`config.mk`:
```
export PLATFORM = sky130hd
export DESIGN_NAME = scb_bank
export DESIGN_NICKNAME = d
export VERILOG_FILES = /design/src/rtl/scb_pkg.sv /design/src/rtl/scb_in_sync.sv /design/src/rtl/scb_bank.sv
export SDC_FILE = /design/constraint.sdc
export NUM_CORES = 1
export LEC_CHECK = 0
export ABC_CLOCK_PERIOD_IN_PS = 23600
export BUFFER_PORTS_ARGS = -buffer_cell sky130_fd_sc_hd__buf_2
export CORE_UTILIZATION = 55
export DETAILED_ROUTE_END_ITERATION = 12
export PLACE_DENSITY_LB_ADDON = 0.1
export SYNTH_ARGS = -nofsm -noshare
export SYNTH_HDL_FRONTEND = slang
export SYNTH_SLANG_ARGS = --single-unit
```
`constraint.sdc`:
```
create_clock -name mclk -period 23.6 [get_ports mclk]
set_clock_uncertainty 0.05 [all_clocks]
set_input_delay 4.72 -clock mclk [delete_from_list [all_inputs] [get_ports mclk]]
set_output_delay 4.72 -clock mclk [all_outputs]
set_load 0.01 [all_outputs]
```
`src/rtl/scb_pkg.sv`:
```
// Constants, field layout and carrier types of the system configuration bank.
// Assumes a single clock mclk and an APB slave port with byte addresses.
// =====================================================================
// Operation
// - Each core has its own mask choosing which interrupt lines raise its NMI.
// - Each core has a writable debug instance identifier driven to its debug port.
// - Each core's halted state is readable by software.
// - A skip bit of one routes that pin around its input synchroniser.
// - A skipped pin reaches the input register two cycles sooner.
// - The low skip register at 0x0C covers pins 0 to 29.
// - The high skip register at 0x10 covers pins 30 to 35.
// - The override register at 0x14 lets software drive either core's debug port.
// - One core may thereby drive the other core's debug port.
// - A set bit in the register at 0x18 powers down its memory.
// - Each memory has its own power-down bit.
// - The bank sits at base 0x40004000; core masks at 0x00 and 0x04.
// - The processor configuration register sits at offset 0x08.
// - Mask bit n enables the NMI from interrupt line n.
// - An attach bit links the core's port to the bank and cuts the pads.
// - Halted bits are read only, bit 0 core 0, bit 1 core 1, reset zero.
package scb_pkg;

  // =====================================================================
  // Address map
  localparam logic [31:0] BANK_BASE = 32'h40004000;
  localparam logic [11:0] OFF_NMI_MASK0 = 12'h000;
  localparam logic [11:0] OFF_NMI_MASK1 = 12'h004;
  localparam logic [11:0] OFF_PROC_CFG = 12'h008;
  localparam logic [11:0] OFF_SKIP_LOW = 12'h00C;
  localparam logic [11:0] OFF_SKIP_HIGH = 12'h010;
  localparam logic [11:0] OFF_DBG_OVR = 12'h014;
  localparam logic [11:0] OFF_MEM_OFF = 12'h018;

  // =====================================================================
  // Field positions
  localparam int ID1_LSB = 28;
  localparam int ID0_LSB = 24;
  localparam int HALT1_BIT = 1;
  localparam int HALT0_BIT = 0;
  localparam int DBG1_ATTACH = 7;
  localparam int DBG1_SWCLK = 6;
  localparam int DBG1_SWDI = 5;
  localparam int DBG1_SWDO = 4;
  localparam int DBG0_ATTACH = 3;
  localparam int DBG0_SWCLK = 2;
  localparam int DBG0_SWDI = 1;
  localparam int DBG0_SWDO = 0;
  localparam int LOW_PINS = 30;
  localparam int HIGH_PINS = 6;

  // =====================================================================
  // Writable bits and reset values
  localparam logic [31:0] PROC_CFG_WMASK = 32'hFF000000;
  localparam logic [31:0] SKIP_LOW_WMASK = 32'h3FFFFFFF;
  localparam logic [31:0] SKIP_HIGH_WMASK = 32'h0000003F;
  localparam logic [31:0] DBG_OVR_WMASK = 32'h000000EE;
  localparam logic [31:0] NMI_MASK_RESET = 32'h00000000;
  localparam logic [3:0] ID1_RESET = 4'h1;
  localparam logic [3:0] ID0_RESET = 4'h0;
  localparam logic [31:0] SKIP_RESET = 32'h00000000;
  localparam logic [31:0] DBG_OVR_RESET = 32'h00000066;
  localparam logic [31:0] MEM_OFF_RESET = 32'h00000000;

  // =====================================================================
  // Carriers
  typedef struct packed {
    logic psel;
    logic penable;
    logic pwrite;
    logic [11:0] paddr;
    logic [31:0] pwdata;
  } scb_apb_req_type;

  typedef struct packed {
    logic pready;
    logic pslverr;
    logic [31:0] prdata;
  } scb_apb_rsp_type;

  typedef struct packed {
    logic [31:0] nmi_mask0;
    logic [31:0] nmi_mask1;
    logic [31:0] proc_cfg;
    logic [31:0] skip_low;
    logic [31:0] skip_high;
    logic [31:0] dbg_ovr;
    logic [31:0] mem_off;
  } scb_regs_type;

  typedef enum logic [2:0] {
    SEL_NONE = 3'b000,
    SEL_NMI0 = 3'b001,
    SEL_NMI1 = 3'b010,
    SEL_CFG = 3'b011,
    SEL_SKIPL = 3'b100,
    SEL_SKIPH = 3'b101,
    SEL_DBG = 3'b110,
    SEL_MEM = 3'b111
  } scb_sel_type;

  // Decoding is shared by the read and the write paths.
  function automatic scb_sel_type scb_decode(input logic [11:0] addr);
    scb_sel_type sel;
    sel = SEL_NONE;
    if (addr == OFF_NMI_MASK0) begin
      sel = SEL_NMI0;
    end else if (addr == OFF_NMI_MASK1) begin
      sel = SEL_NMI1;
    end else if (addr == OFF_PROC_CFG) begin
      sel = SEL_CFG;
    end else if (addr == OFF_SKIP_LOW) begin
      sel = SEL_SKIPL;
    end else if (addr == OFF_SKIP_HIGH) begin
      sel = SEL_SKIPH;
    end else if (addr == OFF_DBG_OVR) begin
      sel = SEL_DBG;
    end else if (addr == OFF_MEM_OFF) begin
      sel = SEL_MEM;
    end
    return sel;
  endfunction : scb_decode

endpackage : scb_pkg

```
`src/rtl/scb_in_sync.sv`:
```
// Input synchronisers with per-pin skip, feeding the core-side input register.
// Assumes pins may be asynchronous to mclk unless software skips them.
module scb_in_sync #(
  parameter int PINS = 36
) (
  input wire logic mclk,
  input wire logic reset,
  input wire logic [PINS-1:0] pin_in,
  input wire logic [PINS-1:0] skip,
  output logic [PINS-1:0] io_in
);

  // =====================================================================
  // Two stages, then the input register
  logic [PINS-1:0] stage1;
  logic [PINS-1:0] stage2;
  logic [PINS-1:0] next_io_in;

  always_comb begin
    // The first stage is never looked at here; only stage2 or the raw pin.
    next_io_in = (skip & pin_in) | (~skip & stage2);
  end

  always_ff @(posedge mclk or posedge reset) begin
    if (reset) begin
      stage1 <= '0;
      stage2 <= '0;
      io_in <= '0;
    end else begin
      stage1 <= pin_in;
      stage2 <= stage1;
      io_in <= next_io_in;
    end
  end

endmodule : scb_in_sync

```
`src/rtl/scb_bank.sv`:
```
// System configuration bank: NMI masks, debug identifiers and halted status,
// input synchroniser skip, debug port override and memory power-down.
// Assumes an APB master on mclk and core-side signals synchronous to mclk.
//
// Chosen here: register access over APB.
module scb_bank #(
  parameter int IRQ_LINES = 32,
  parameter int MEM_COUNT = 8
) (
  input wire logic mclk,
  input wire logic reset,
  input wire scb_pkg::scb_apb_req_type apb_req,
  output scb_pkg::scb_apb_rsp_type apb_rsp,
  input wire logic [IRQ_LINES-1:0] irq_lines,
  output logic nmi_core0,
  output logic nmi_core1,
  output logic [3:0] core0_debug_instance_id,
  output logic [3:0] core1_debug_instance_id,
  input wire logic core0_halted,
  input wire logic core1_halted,
  input wire logic [35:0] gpio_pin_in,
  output logic [35:0] core_io_block_in,
  input wire logic [1:0] pad_swclk,
  input wire logic [1:0] pad_swdi,
  input wire logic [1:0] core_swdo,
  output logic [1:0] core_swclk,
  output logic [1:0] core_swdi,
  output logic [1:0] pad_swdo,
  output logic [MEM_COUNT-1:0] memory_power_off
);

  import scb_pkg::*;

  // =====================================================================
  // Declarations
  scb_regs_type regs;
  scb_regs_type next_regs;
  scb_apb_rsp_type next_apb_rsp;
  scb_sel_type read_sel;
  scb_sel_type write_sel;
  logic write_strobe;
  logic [31:0] read_value;
  logic [1:0] halted;
  logic [1:0] next_halted;
  logic [1:0] swdo_seen;
  logic [1:0] next_swdo_seen;
  logic next_nmi_core0;
  logic next_nmi_core1;
  logic [1:0] next_core_swclk;
  logic [1:0] next_core_swdi;
  logic [1:0] next_pad_swdo;
  logic [1:0] attach;
  logic [35:0] skip_all;

  // =====================================================================
  // Bus decode
  always_comb begin
    read_sel = scb_decode(apb_req.paddr);
    write_sel = scb_decode(apb_req.paddr);
    write_strobe = apb_req.psel & apb_req.penable & apb_rsp.pready & apb_req.pwrite;
  end

  // =====================================================================
  // Read multiplexer
  always_comb begin
    read_value = 32'h00000000;
    if (read_sel == SEL_NMI0) begin
      read_value = regs.nmi_mask0;
    end else if (read_sel == SEL_NMI1) begin
      read_value = regs.nmi_mask1;
    end else if (read_sel == SEL_CFG) begin
      read_value = regs.proc_cfg & PROC_CFG_WMASK;
      read_value[HALT0_BIT] = halted[0];
      read_value[HALT1_BIT] = halted[1];
    end else if (read_sel == SEL_SKIPL) begin
      read_value = regs.skip_low & SKIP_LOW_WMASK;
    end else if (read_sel == SEL_SKIPH) begin
      read_value = regs.skip_high & SKIP_HIGH_WMASK;
    end else if (read_sel == SEL_DBG) begin
      read_value = regs.dbg_ovr & DBG_OVR_WMASK;
      read_value[DBG0_SWDO] = swdo_seen[0];
      read_value[DBG1_SWDO] = swdo_seen[1];
    end else if (read_sel == SEL_MEM) begin
      read_value = 32'h00000000;
      read_value[MEM_COUNT-1:0] = regs.mem_off[MEM_COUNT-1:0];
    end
  end

  // =====================================================================
  // APB response
  always_comb begin
    next_apb_rsp = apb_rsp;
    // Ready rises for exactly one access cycle after each setup cycle.
    next_apb_rsp.pready = apb_req.psel & ~apb_req.penable;
    next_apb_rsp.pslverr = 1'b0;
    if (apb_req.psel & ~apb_req.penable & ~apb_req.pwrite) begin
      next_apb_rsp.prdata = read_value;
    end
  end

  always_ff @(posedge mclk or posedge reset) begin
    if (reset) begin
      apb_rsp <= '0;
    end else begin
      apb_rsp <= next_apb_rsp;
    end
  end

  // =====================================================================
  // Register writes
  always_comb begin
    next_regs = regs;
    if (write_strobe) begin
      if (write_sel == SEL_NMI0) begin
        next_regs.nmi_mask0 = apb_req.pwdata;
      end else if (write_sel == SEL_NMI1) begin
        next_regs.nmi_mask1 = apb_req.pwdata;
      end else if (write_sel == SEL_CFG) begin
        next_regs.proc_cfg = apb_req.pwdata & PROC_CFG_WMASK;
      end else if (write_sel == SEL_SKIPL) begin
        next_regs.skip_low = apb_req.pwdata & SKIP_LOW_WMASK;
      end else if (write_sel == SEL_SKIPH) begin
        next_regs.skip_high = apb_req.pwdata & SKIP_HIGH_WMASK;
      end else if (write_sel == SEL_DBG) begin
        next_regs.dbg_ovr = apb_req.pwdata & DBG_OVR_WMASK;
      end else if (write_sel == SEL_MEM) begin
        next_regs.mem_off = 32'h00000000;
        next_regs.mem_off[MEM_COUNT-1:0] = apb_req.pwdata[MEM_COUNT-1:0];
      end
    end
  end

  always_ff @(posedge mclk or posedge reset) begin
    if (reset) begin
      regs.nmi_mask0 <= NMI_MASK_RESET;
      regs.nmi_mask1 <= NMI_MASK_RESET;
      regs.proc_cfg <= {ID1_RESET, ID0_RESET, 24'h000000};
      regs.skip_low <= SKIP_RESET;
      regs.skip_high <= SKIP_RESET;
      regs.dbg_ovr <= DBG_OVR_RESET;
      regs.mem_off <= MEM_OFF_RESET;
    end else begin
      regs <= next_regs;
    end
  end

  // =====================================================================
  // Status sampling
  always_comb begin
    next_halted = {core1_halted, core0_halted};
    next_swdo_seen = core_swdo;
  end

  always_ff @(posedge mclk or posedge reset) begin
    if (reset) begin
      halted <= 2'b00;
      swdo_seen <= 2'b00;
    end else begin
      halted <= next_halted;
      swdo_seen <= next_swdo_seen;
    end
  end

  // =====================================================================
  // NMI generation
  always_comb begin
    // Line n reaches the NMI only through mask bit n.
    next_nmi_core0 = |(irq_lines & regs.nmi_mask0[IRQ_LINES-1:0]);
    next_nmi_core1 = |(irq_lines & regs.nmi_mask1[IRQ_LINES-1:0]);
  end

  always_ff @(posedge mclk or posedge reset) begin
    if (reset) begin
      nmi_core0 <= 1'b0;
      nmi_core1 <= 1'b0;
    end else begin
      nmi_core0 <= next_nmi_core0;
      nmi_core1 <= next_nmi_core1;
    end
  end

  // =====================================================================
  // Debug identifiers and port override
  always_comb begin
    attach[0] = regs.dbg_ovr[DBG0_ATTACH];
    attach[1] = regs.dbg_ovr[DBG1_ATTACH];
    // Attached ports take the bank's levels and ignore the pads.
    next_core_swclk[0] = attach[0] ? regs.dbg_ovr[DBG0_SWCLK] : pad_swclk[0];
    next_core_swclk[1] = attach[1] ? regs.dbg_ovr[DBG1_SWCLK] : pad_swclk[1];
    next_core_swdi[0] = attach[0] ? regs.dbg_ovr[DBG0_SWDI] : pad_swdi[0];
    next_core_swdi[1] = attach[1] ? regs.dbg_ovr[DBG1_SWDI] : pad_swdi[1];
    // An attached pad sees an idle high level rather than the core.
    next_pad_swdo[0] = attach[0] ? 1'b1 : core_swdo[0];
    next_pad_swdo[1] = attach[1] ? 1'b1 : core_swdo[1];
  end

  always_ff @(posedge mclk or posedge reset) begin
    if (reset) begin
      core_swclk <= 2'b11;
      core_swdi <= 2'b11;
      pad_swdo <= 2'b11;
      core0_debug_instance_id <= ID0_RESET;
      core1_debug_instance_id <= ID1_RESET;
    end else begin
      core_swclk <= next_core_swclk;
      core_swdi <= next_core_swdi;
      pad_swdo <= next_pad_swdo;
      core0_debug_instance_id <= regs.proc_cfg[ID0_LSB +: 4];
      core1_debug_instance_id <= regs.proc_cfg[ID1_LSB +: 4];
    end
  end

  // =====================================================================
  // Memory power-down
  always_ff @(posedge mclk or posedge reset) begin
    if (reset) begin
      memory_power_off <= '0;
    end else begin
      memory_power_off <= regs.mem_off[MEM_COUNT-1:0];
    end
  end

  // =====================================================================
  // Input synchronisers
  always_comb begin
    skip_all = {regs.skip_high[HIGH_PINS-1:0], regs.skip_low[LOW_PINS-1:0]};
  end

  // Skipping saves two cycles but lets metastable levels into the cores.
  scb_in_sync #(
    .PINS(36)
  ) u_in_sync (
    .mclk(mclk),
    .reset(reset),
    .pin_in(gpio_pin_in),
    .skip(skip_all),
    .io_in(core_io_block_in)
  );

endmodule : scb_bank

```
## Yosys cells after proc, flatten, opt, wreduce, memory -nomap -nowiden

Index checks and enable logic that the tools add are counted.

- Reductions and logical operators: 10
- Equal/unequal tests: 13
- Bitwise operators: 19
- Muxes and demuxes: 20

Operator list:

| operator | count |
|---|---|
| 2-to-1 mux 32 bit | 3 |
| bitwise AND 36 bit | 2 |
| bitwise AND 32 bit | 2 |
| OR reduction 32 bit | 2 |
| == test 12 x 5 -> 1 bit (second input constant) | 3 |
| NOT 36 bit | 1 |
| OR 36 bit | 1 |
| 2-to-1 mux 30 bit | 1 |
| == test 12 x 4 -> 1 bit (second input constant) | 2 |
| 2-to-1 mux 8 bit | 3 |
| 2-to-1 mux 3 bit | 7 |
| == test 12 x 3 -> 1 bit (second input constant) | 1 |
| == test 3 bit (second input constant) | 4 |
| logical NOT 12 bit | 1 |
| NOT 1 bit | 8 |
| AND reduction 8 bit | 1 |
| AND reduction 7 bit | 1 |
| == test 3 x 2 -> 1 bit (second input constant) | 2 |
| 2-to-1 mux 1 bit | 6 |
| AND reduction 6 bit | 1 |
| bitwise AND 1 bit | 5 |
| AND reduction 5 bit | 1 |
| AND reduction 4 bit | 1 |
| == test 3 x 1 -> 1 bit (second input constant) | 1 |
| 2 further kinds | 2 |

- Bits of input ports: 125
- Flip-flop bits (word level): 291
- Output and inout bits: 94

## Logic depth before layout (Yosys ltp)

Gate-level depths: netlist of the first run.

- Depth after elaboration: 16
- Gate-level depth with buffers: 7

## Hierarchy

From an unflattened synthesis of the first run, not the netlist that was laid out.

- Cell total of the unflattened synthesis: 766
- Area total of the unflattened synthesis: 11,398.4 µm²

Modules (own cells, without submodules):

| module | times used | cells each | area each (µm²) | seq. area each (µm²) |
|---|---|---|---|---|
| scb_bank | 1 | 621 | 8,151.6 | 4,594.4 |
| scb_in_sync | 1 | 145 | 3,246.9 | 2,702.6 |

## Least setup slack after synthesis of the first run

OpenSTA, ideal clock, no wires.

- Path type: input port to flip-flop
- Start point: in apb_req[32] in the netlist's numbering
- End point: reg regs[161] in the netlist's numbering
- Library setup time: 0.127 ns
- Buffers on the path: 1
- Stages on the path: 5
- Slack: 16.952 ns
- Arrival time: 6.471 ns
- Cells stage by stage: or4_1 -> nor4_4 -> nand2_1 -> buf_1 -> mux2_1

- Cells in the longest elaborated chain, start to end: 11
- Elaborated cells between the ends (all ways): 18
- Those cells by class: eq/ne (8); mux (7); bitwise (1); reduce/logical (2)

RTL lines:

| element | RTL line | text |
|---|---|---|
| start: declaration | scb_bank.sv:12 | `input wire scb_pkg::scb_apb_req_type apb_req,` |
| == test 12 x 5 -> 1 bit | scb_pkg.sv:117 | `end else if (addr == OFF_MEM_OFF) begin` |
| 2-to-1 mux 3 bit | scb_pkg.sv:117 |  |
| 2-to-1 mux 3 bit | scb_pkg.sv:115 | `end else if (addr == OFF_DBG_OVR) begin` |
| 2-to-1 mux 3 bit | scb_pkg.sv:113 | `end else if (addr == OFF_SKIP_HIGH) begin` |
| 2-to-1 mux 3 bit | scb_pkg.sv:111 | `end else if (addr == OFF_SKIP_LOW) begin` |
| 2-to-1 mux 3 bit | scb_pkg.sv:109 | `end else if (addr == OFF_PROC_CFG) begin` |
| 2-to-1 mux 3 bit | scb_pkg.sv:107 | `end else if (addr == OFF_NMI_MASK1) begin` |
| 2-to-1 mux 3 bit (*) | scb_pkg.sv:105 | `if (addr == OFF_NMI_MASK0) begin` |
| == test 3 x 1 -> 1 bit | scb_bank.sv:114 | `if (write_sel == SEL_NMI0) begin` |
| NOT 1 bit (no line) | - |  |
| AND reduction 3 bit (no line) (*) | - |  |
| end signal: assignment | scb_bank.sv:143 | `regs <= next_regs;` |
| end: declaration | scb_bank.sv:36 | `scb_regs_type regs;` |

Every way passes the cells marked *; elsewhere a longest branch is shown, timed or not.
A chain may end at the register's enable or synchronous reset.

## Worst setup path after layout of the first run

- Start point: in apb_req[45] in the netlist's numbering
- End point: reg apb_rsp[31] in the netlist's numbering

- Cells in the longest elaborated chain, start to end: 3

RTL lines:

| element | RTL line | text |
|---|---|---|
| NOT 1 bit | scb_bank.sv:96 | `if (apb_req.psel & ~apb_req.penable & ~apb_req.pwrite) begin` |
| bitwise AND 1 bit (2 in series) | scb_bank.sv:96 |  |
| end signal: assignment | scb_bank.sv:105 | `apb_rsp <= next_apb_rsp;` |
| end: declaration | scb_bank.sv:13 | `output scb_pkg::scb_apb_rsp_type apb_rsp,` |

Every way passes these cells.

==> results of run 1 <==
==> final timing paths <==
kind | start | endpoint | slack (ns)
worst min-delay path | u_in_sync.stage1[1]$_DFF_PP0_ | u_in_sync.stage2[1]$_DFF_PP0_ | 0.29
worst min register to register | u_in_sync.stage1[1]$_DFF_PP0_ | u_in_sync.stage2[1]$_DFF_PP0_ | 0.29
worst max-delay path | apb_req[45] | apb_rsp[31]$_DFFE_PP0P_ | 16.50
max in group asynchronous | reset | regs[7]$_DFFE_PP0P_ | 16.71
min in group asynchronous | reset | u_in_sync.io_in[2]$_DFF_PP0_ | 4.30
worst max register to register | apb_rsp[33]$_DFF_PP0_ | regs[122]$_DFFE_PP0P_ | 21.14
==> sequential cells by signal, indices dropped and copies added, names as in the netlist <==
name                     cells
core_swdi                    2
memory_power_off             8
core1_debug_instance_id      4
u_in_sync.stage2            36
attach                       2
regs                       120
nmi_core0                    1
pad_swdo                     2
u_in_sync.io_in             36
core_swclk                   2
u_in_sync.stage1            36
swdo_seen                    2
halted                       2
nmi_core1                    1
core0_debug_instance_id      4
apb_rsp                     33
==> cells in the final DEF, fill, tap and decap left out, types with 8 or more instances in the layout <==
cell         n
mux2_2     162
nand4_1      9
nor2_1       9
mux2i_1     20
nand2_1     24
buf_2      217
a22o_1      25
clkbuf_16   31
a22oi_1     35
dfrtp_1    279
o21ai_0     19
a21oi_1      8
dfstp_2     12
==> stage by stage <==
step	std cells	utilization, %	cell area (sq um)	setup WS, ns	hold WS, ns
after global placement	1171	63.07	12280	16.04	0.2875
after CTS	1227	68.58	13350	16.49	0.2955
after floorplan	716	-	10930	10.82	0.2812
after detailed placement	1171	63.07	12280	15.93	0.2872
final	1228	68.59	13350	16.50	0.2919
after global routing	1228	68.59	13350	16.24	0.2991
==> metal layers <==
layer / wire [um] / share of wire, % / global-route usage, % / vias to the layer above
met4: 670 / 2.6 / 9.734 / 0
met3: 1641 / 6.3 / 4.024 / 43
met2: 12680 / 49 / 42.93 / 298
met5: 0 / 0 / 0 / -
li1: - / - / - / 3088
met1: 11060 / 42 / 36.01 / 3611
==> power by group through the flow <==
stage | clock, W | combinational (W) | sequential, W
after CTS | 0.000503 | 0.0000504 | 0.000515
after detailed placement | 0 | 0.0000502 | 0.000524
after global routing | 0.000523 | 0.0000544 | 0.000516
after global placement | 0 | 0.0000488 | 0.000524
final | 0.000495 | 0.0000496 | 0.000515
after floorplan | 0 | 0.0000201 | 0.000526
==> logic make-up (layout without fill, tap and decap cells) <==
group / after synthesis / after routing / share of synthesized area (%)
flip-flops: 291 / 291 / 66.75
multiplexers: 193 / 193 / 20.27
AO/OA/AOI/OAI: 110 / 110 / 7.440
AND/OR/NAND/NOR: 81 / 81 / 4.063
buffers and inverters: 40 / 286 / 1.442
other: 1 / 2 / 0.03430
==> worst max-delay path, stage by stage <==
cell and delay, ns:
buf_2 0.11, or3b_2 0.81, or4_1 0.67, nor2_2 0.92, a22o_1 0.26
==> layout make-up <==
class	count	area share (%)
Inverter	7	0.2531
Tap cell	265	2.484
Sequential cell	291	54.66
Antenna cell	1	0.01875
Multi-Input combinational cell	385	26.08
Timing Repair Buffer	223	8.473
Clock buffer	42	6.645
Clock inverter	14	1.378
==> run_results.csv, run 1 <==
group,metric,value,unit
synth,synth_area_per_cell,15.27,sq um
grt,grt.total_usage,26.34,%
synth,synth_top_cell_by_area,"dfrtp_1",
timing,hold_viol,0,
grt,antenna_found_initial,1,
timing,min_period_over_period,30.09,%
synth,synth_ff_type,"dfrtp_1",
critical_path,critPathRequiredTime,24.02,ns
timing,maxSlewHeadroom,22.54,%
power_and_ir_drop,switching_share,21.22,%
synth,synthArstFlopShare,100.0,%
final_layout,num-nets-final,1063,
critical_path,cp_max_fo,34,
power_and_ir_drop,power_density,79.37,nW/um^2
detailed_routing,dr.pass1.iters,5,
detailed_routing,ant_nets,0,
min_path,min_path_type,"reg2reg",
power_and_ir_drop,clockPowerShare,46.7,%
final_layout,nFillCells,1374,
power_and_ir_drop,combPwrFrac,4.7,%
floorplanning,die_w,143.0,um
cts,clk_latency,0.54,ns
cts,postCtsResizedCells,0,
power_and_ir_drop,ir_worst_vdd,56.28,uV
cts,clk_pin_slew_worst_paths,0.06,ns
placement,io_buffers,217,
floorplanning,io_pins,219,
synth,yosysWarningCount,0,
grt,grt_max_degree,136,
detailed_routing,routed_wl,26050,um
power_and_ir_drop,p_sw,0.0002248,W
final_layout,drive_gt1_share,48.02,%
cts,cts-root-buf,"clkbuf_16",
critical_path,critPathLaunchType,"primary input",
grt,grt_pass1_vias,7376,
critical_path,endpoint_kind,"flop",
floorplanning,start_util,56.17,%
power_and_ir_drop,internal-power,0.0008347,W
critical_path,cp_data_arrival_time,7.52,ns
synth,synth_top_area_share,63.87,%
placement,place_congestion,0.8793,
cts,clkSinkCount,291,
min_path,hold_depth,0,
timing,finalSetupTns,0,ns
power_and_ir_drop,power,0.001060,W
job,cap_violations,0,
synth,synth_seq_cells,291,
synth,ys_seq_area_share,66.75,%
synth,postSynthCellCount,716,
synth,syn-num-nets,841,
timing,setup_viol,0,
synth,netlist_area,10930,sq um
timing,worst_pin_slew,1.161,ns
final_layout,area_growth,22.11,%
detailed_routing,num_vias,7040,
final_layout,final-seq-area,7297,sq um
floorplanning,die_y,143.0,um
cts,htree_levels,1,
synth,synthTopCellsByArea,"dfrtp_1 (64%), mux2_2 (17%), dfstp_2 (2.9%), a22oi_1 (2.4%), a22o_1 (2.0%)",
outcome,status,"completed",
timing,fmaxAchievable,140.8,MHz
synth,synth_edf_count,0,
detailed_routing,viasPerCell,5.733,
cts,clockBufferDepth,3,
placement,hpwl,18100,um
timing,grt_setup_unrepaired,"no",
floorplanning,rows,51,
grt,gr-total-overflow,0,
detailed_routing,dr.first_iter.drc_count,450,
cts,cts_setup_buffers,0,
synth,synth.distinct_cells,46,
cts,cts-hold-fix-buffers,0,
power_and_ir_drop,p_seq_share,48.6,%
detailed_routing,routedWlPerCell,21.21,um
final_layout,multiInputGateArea,3482,sq um
power_and_ir_drop,leakage,6.666,nW
synth,yosysMostFrequentCell,"dfrtp_1",
floorplanning,core_area,19460,sq um
floorplanning,die_area,20440,sq um
critical_path,reg2reg_depth,4,
cts,cts_tree,"done",
timing,maxSlewViolCount,0,
cts,cts-buffers-inserted,30,
detailed_routing,drc,0,
grt,grt_pass1_wl,40300,um
synth,synth_commonest_cells,"dfrtp_1 (279), mux2_2 (162), a22oi_1 (35)",
critical_path,critPathKind,"in2reg",
timing,fin_crit,7.101,ns
No activity file was read; power rests on OpenSTA's default activity.
==> run 2: changes to the inputs <==
ABC_CLOCK_PERIOD_IN_PS = 6300   (was 23600)
CORE_UTILIZATION = 49   (was 55)
clock period = 6.3 ns   (was 23.6 ns; I/O delays follow)
==> run 2 against run 1 <==
Effect of this change:
- die area increased by 12%
- register-to-register slack got worse by 17 ns
- via count hardly changed
- combinational power rose to 3.8 times the previous value
- sequential share of layout area fell by 0.076 points
- highest routed layer unchanged
==> run_results.csv, run 2 (synthesis results as in run 1) <==
group,metric,value,unit
grt,grt_pass1_vias,7510,
floorplanning,start_util,50.09,%
timing,grt_setup_unrepaired,"no",
final_layout,final-seq-area,7297,sq um
outcome,status,"completed",
cts,cts-root-buf,"clkbuf_16",
cts,cts_tree,"done",
floorplanning,die_area,22910,sq um
critical_path,critPathKind,"in2reg",
power_and_ir_drop,power,0.003966,W
timing,hold_viol,0,
cts,htree_levels,1,
grt,grt.total_usage,24.23,%
final_layout,regMostFlops,"regs",
cts,clk_pin_slew_worst_paths,0.06,ns
cts,cts_setup_buffers,0,
timing,worst_pin_slew,1.186,ns
timing,finalSetupTns,0,ns
final_layout,drive_gt1_share,48.18,%
power_and_ir_drop,power_density,296.7,nW/um^2
placement,io_buffers,217,
detailed_routing,routed_wl,27110,um
floorplanning,rows,54,
detailed_routing,dr.first_iter.drc_count,326,
grt,gr-total-overflow,0,
detailed_routing,dr.pass1.iters,5,
timing,min_period_over_period,58.23,%
timing,fmaxAchievable,272.6,MHz
floorplanning,die_w,151.4,um
critical_path,endpoint_kind,"flop",
cts,clkSinkCount,291,
grt,antenna_found_initial,2,
timing,maxSlewHeadroom,20.87,%
detailed_routing,ant_nets,0,
detailed_routing,num_vias,7035,
job,cap_violations,0,
cts,cts-hold-fix-buffers,0,
grt,grt_pass1_wl,41670,um
timing,maxSlewViolCount,0,
critical_path,cp_max_fo,34,
final_layout,area_growth,22.28,%
detailed_routing,drc,0,
cts,clk_latency,0.55,ns
final_layout,fin_util,61.25,%
power_and_ir_drop,ir_worst_vdd,213.2,uV
final_layout,final_common_cell,"dfrtp_1",
cts,postCtsResizedCells,0,
timing,fin_crit,3.669,ns
grt,grt_max_degree,204,
critical_path,cp_data_arrival_time,4.09,ns
final_layout,multiInputGateArea,3482,sq um
cts,clockBufferDepth,3,
floorplanning,core_area,21820,sq um
min_path,holdCritStartpoint,"u_in_sync.stage1[7]$_DFF_PP0_",
timing,setup_viol,0,
floorplanning,io_pins,219,
placement,hpwl,18780,um
critical_path,startpoint,"apb_req[45]",
power_and_ir_drop,leakage,6.664,nW
min_path,min_path_type,"reg2reg",
final_layout,nFillCells,1789,
detailed_routing,routedWlPerCell,21.78,um
critical_path,r2r_start,"apb_rsp[33]$_DFF_PP0_",
final_layout,largest_reg_flops,120,
floorplanning,die_y,151.4,um
placement,place_congestion,0.9334,
final_layout,num-nets-final,1064,
final_layout,final_cell_mix,"dfrtp_1 (279), buf_2 (217), mux2_2 (162)",
cts,cts-buffers-inserted,31,
critical_path,critPathRequiredTime,6.72,ns
detailed_routing,viasPerCell,5.651,
critical_path,critPathLaunchType,"primary input",
[run 2: cell count changes in the layout (fill, tap and decap cells not counted), sizes merged]
cell,previous run,this run
diode,1,2
clkinvlp,1,3
inv,7,6
clkinv,9,11
clkbuf,42,40
[run 2: cell type report]
class                      instances  share of cell area, %
tap                              280                  2.621
antenna                            2                0.03744
timing repair buffer             223                  8.555
sequential                       291                  54.59
clock buffer                      40                  6.505
inverter                           7                 0.2246
clock inverter                    17                  1.423
multi-input combinational        385                  26.05
[run 2: path summary, 6_finish.rpt]
check / endpoint / slack (ns) / cells after the start
max in group asynchronous: regs[179]$_DFFE_PP0P_ / 4.30 / 3
min in group asynchronous: u_in_sync.io_in[2]$_DFF_PP0_ / 0.59 / 2
max reg2reg: regs[114]$_DFFE_PP0P_ / 3.85 / 4
min: u_in_sync.stage2[7]$_DFF_PP0_ / 0.30 / 0
min reg2reg: u_in_sync.stage2[7]$_DFF_PP0_ / 0.30 / 0
max: apb_rsp[16]$_DFFE_PP0P_ / 2.63 / 5
[run 2: critical path: stages]
cell	delay (ns)
buf_2	0.11
or3b_2	0.82
or4_1	0.67
nor2_2	0.94
a22o_1	0.26
[run 2: metrics by stage]
stage                     cell area (sq um)  hold slack (ns)  worst slack [ns]  std cells
after global routing                  13370           0.3074             2.520       1245
final                                 13370           0.2972             2.631       1245
after CTS                             13360           0.2965             2.656       1243
after global placement                12300           0.2846             2.182       1186
after floorplan                       10940           0.2812             1.139        716
after detailed placement              12300           0.2862             2.081       1186
[run 2: routing by layer]
| metal | share of wire (%) | up-vias | track usage (%) |
|---|---|---|---|
| li1 | - | 3085 | - |
| met1 | 41 | 3620 | 32.21 |
| met2 | 49 | 278 | 40.02 |
| met3 | 7.5 | 52 | 5.151 |
| met4 | 2.2 | 0 | 7.050 |
| met5 | 0 | - | 0 |
[run 2: where the power goes]
| part | internal (W) | leakage (nW) | total [W] | switching, W |
|---|---|---|---|---|
| Combinational | 0.0000672 | 2.38 | 0.000186 | 0.000118 |
| Sequential | 0.00192 | 3.75 | 0.00193 | 0.0000158 |
| Clock | 0.00113 | 0.529 | 0.00185 | 0.000719 |
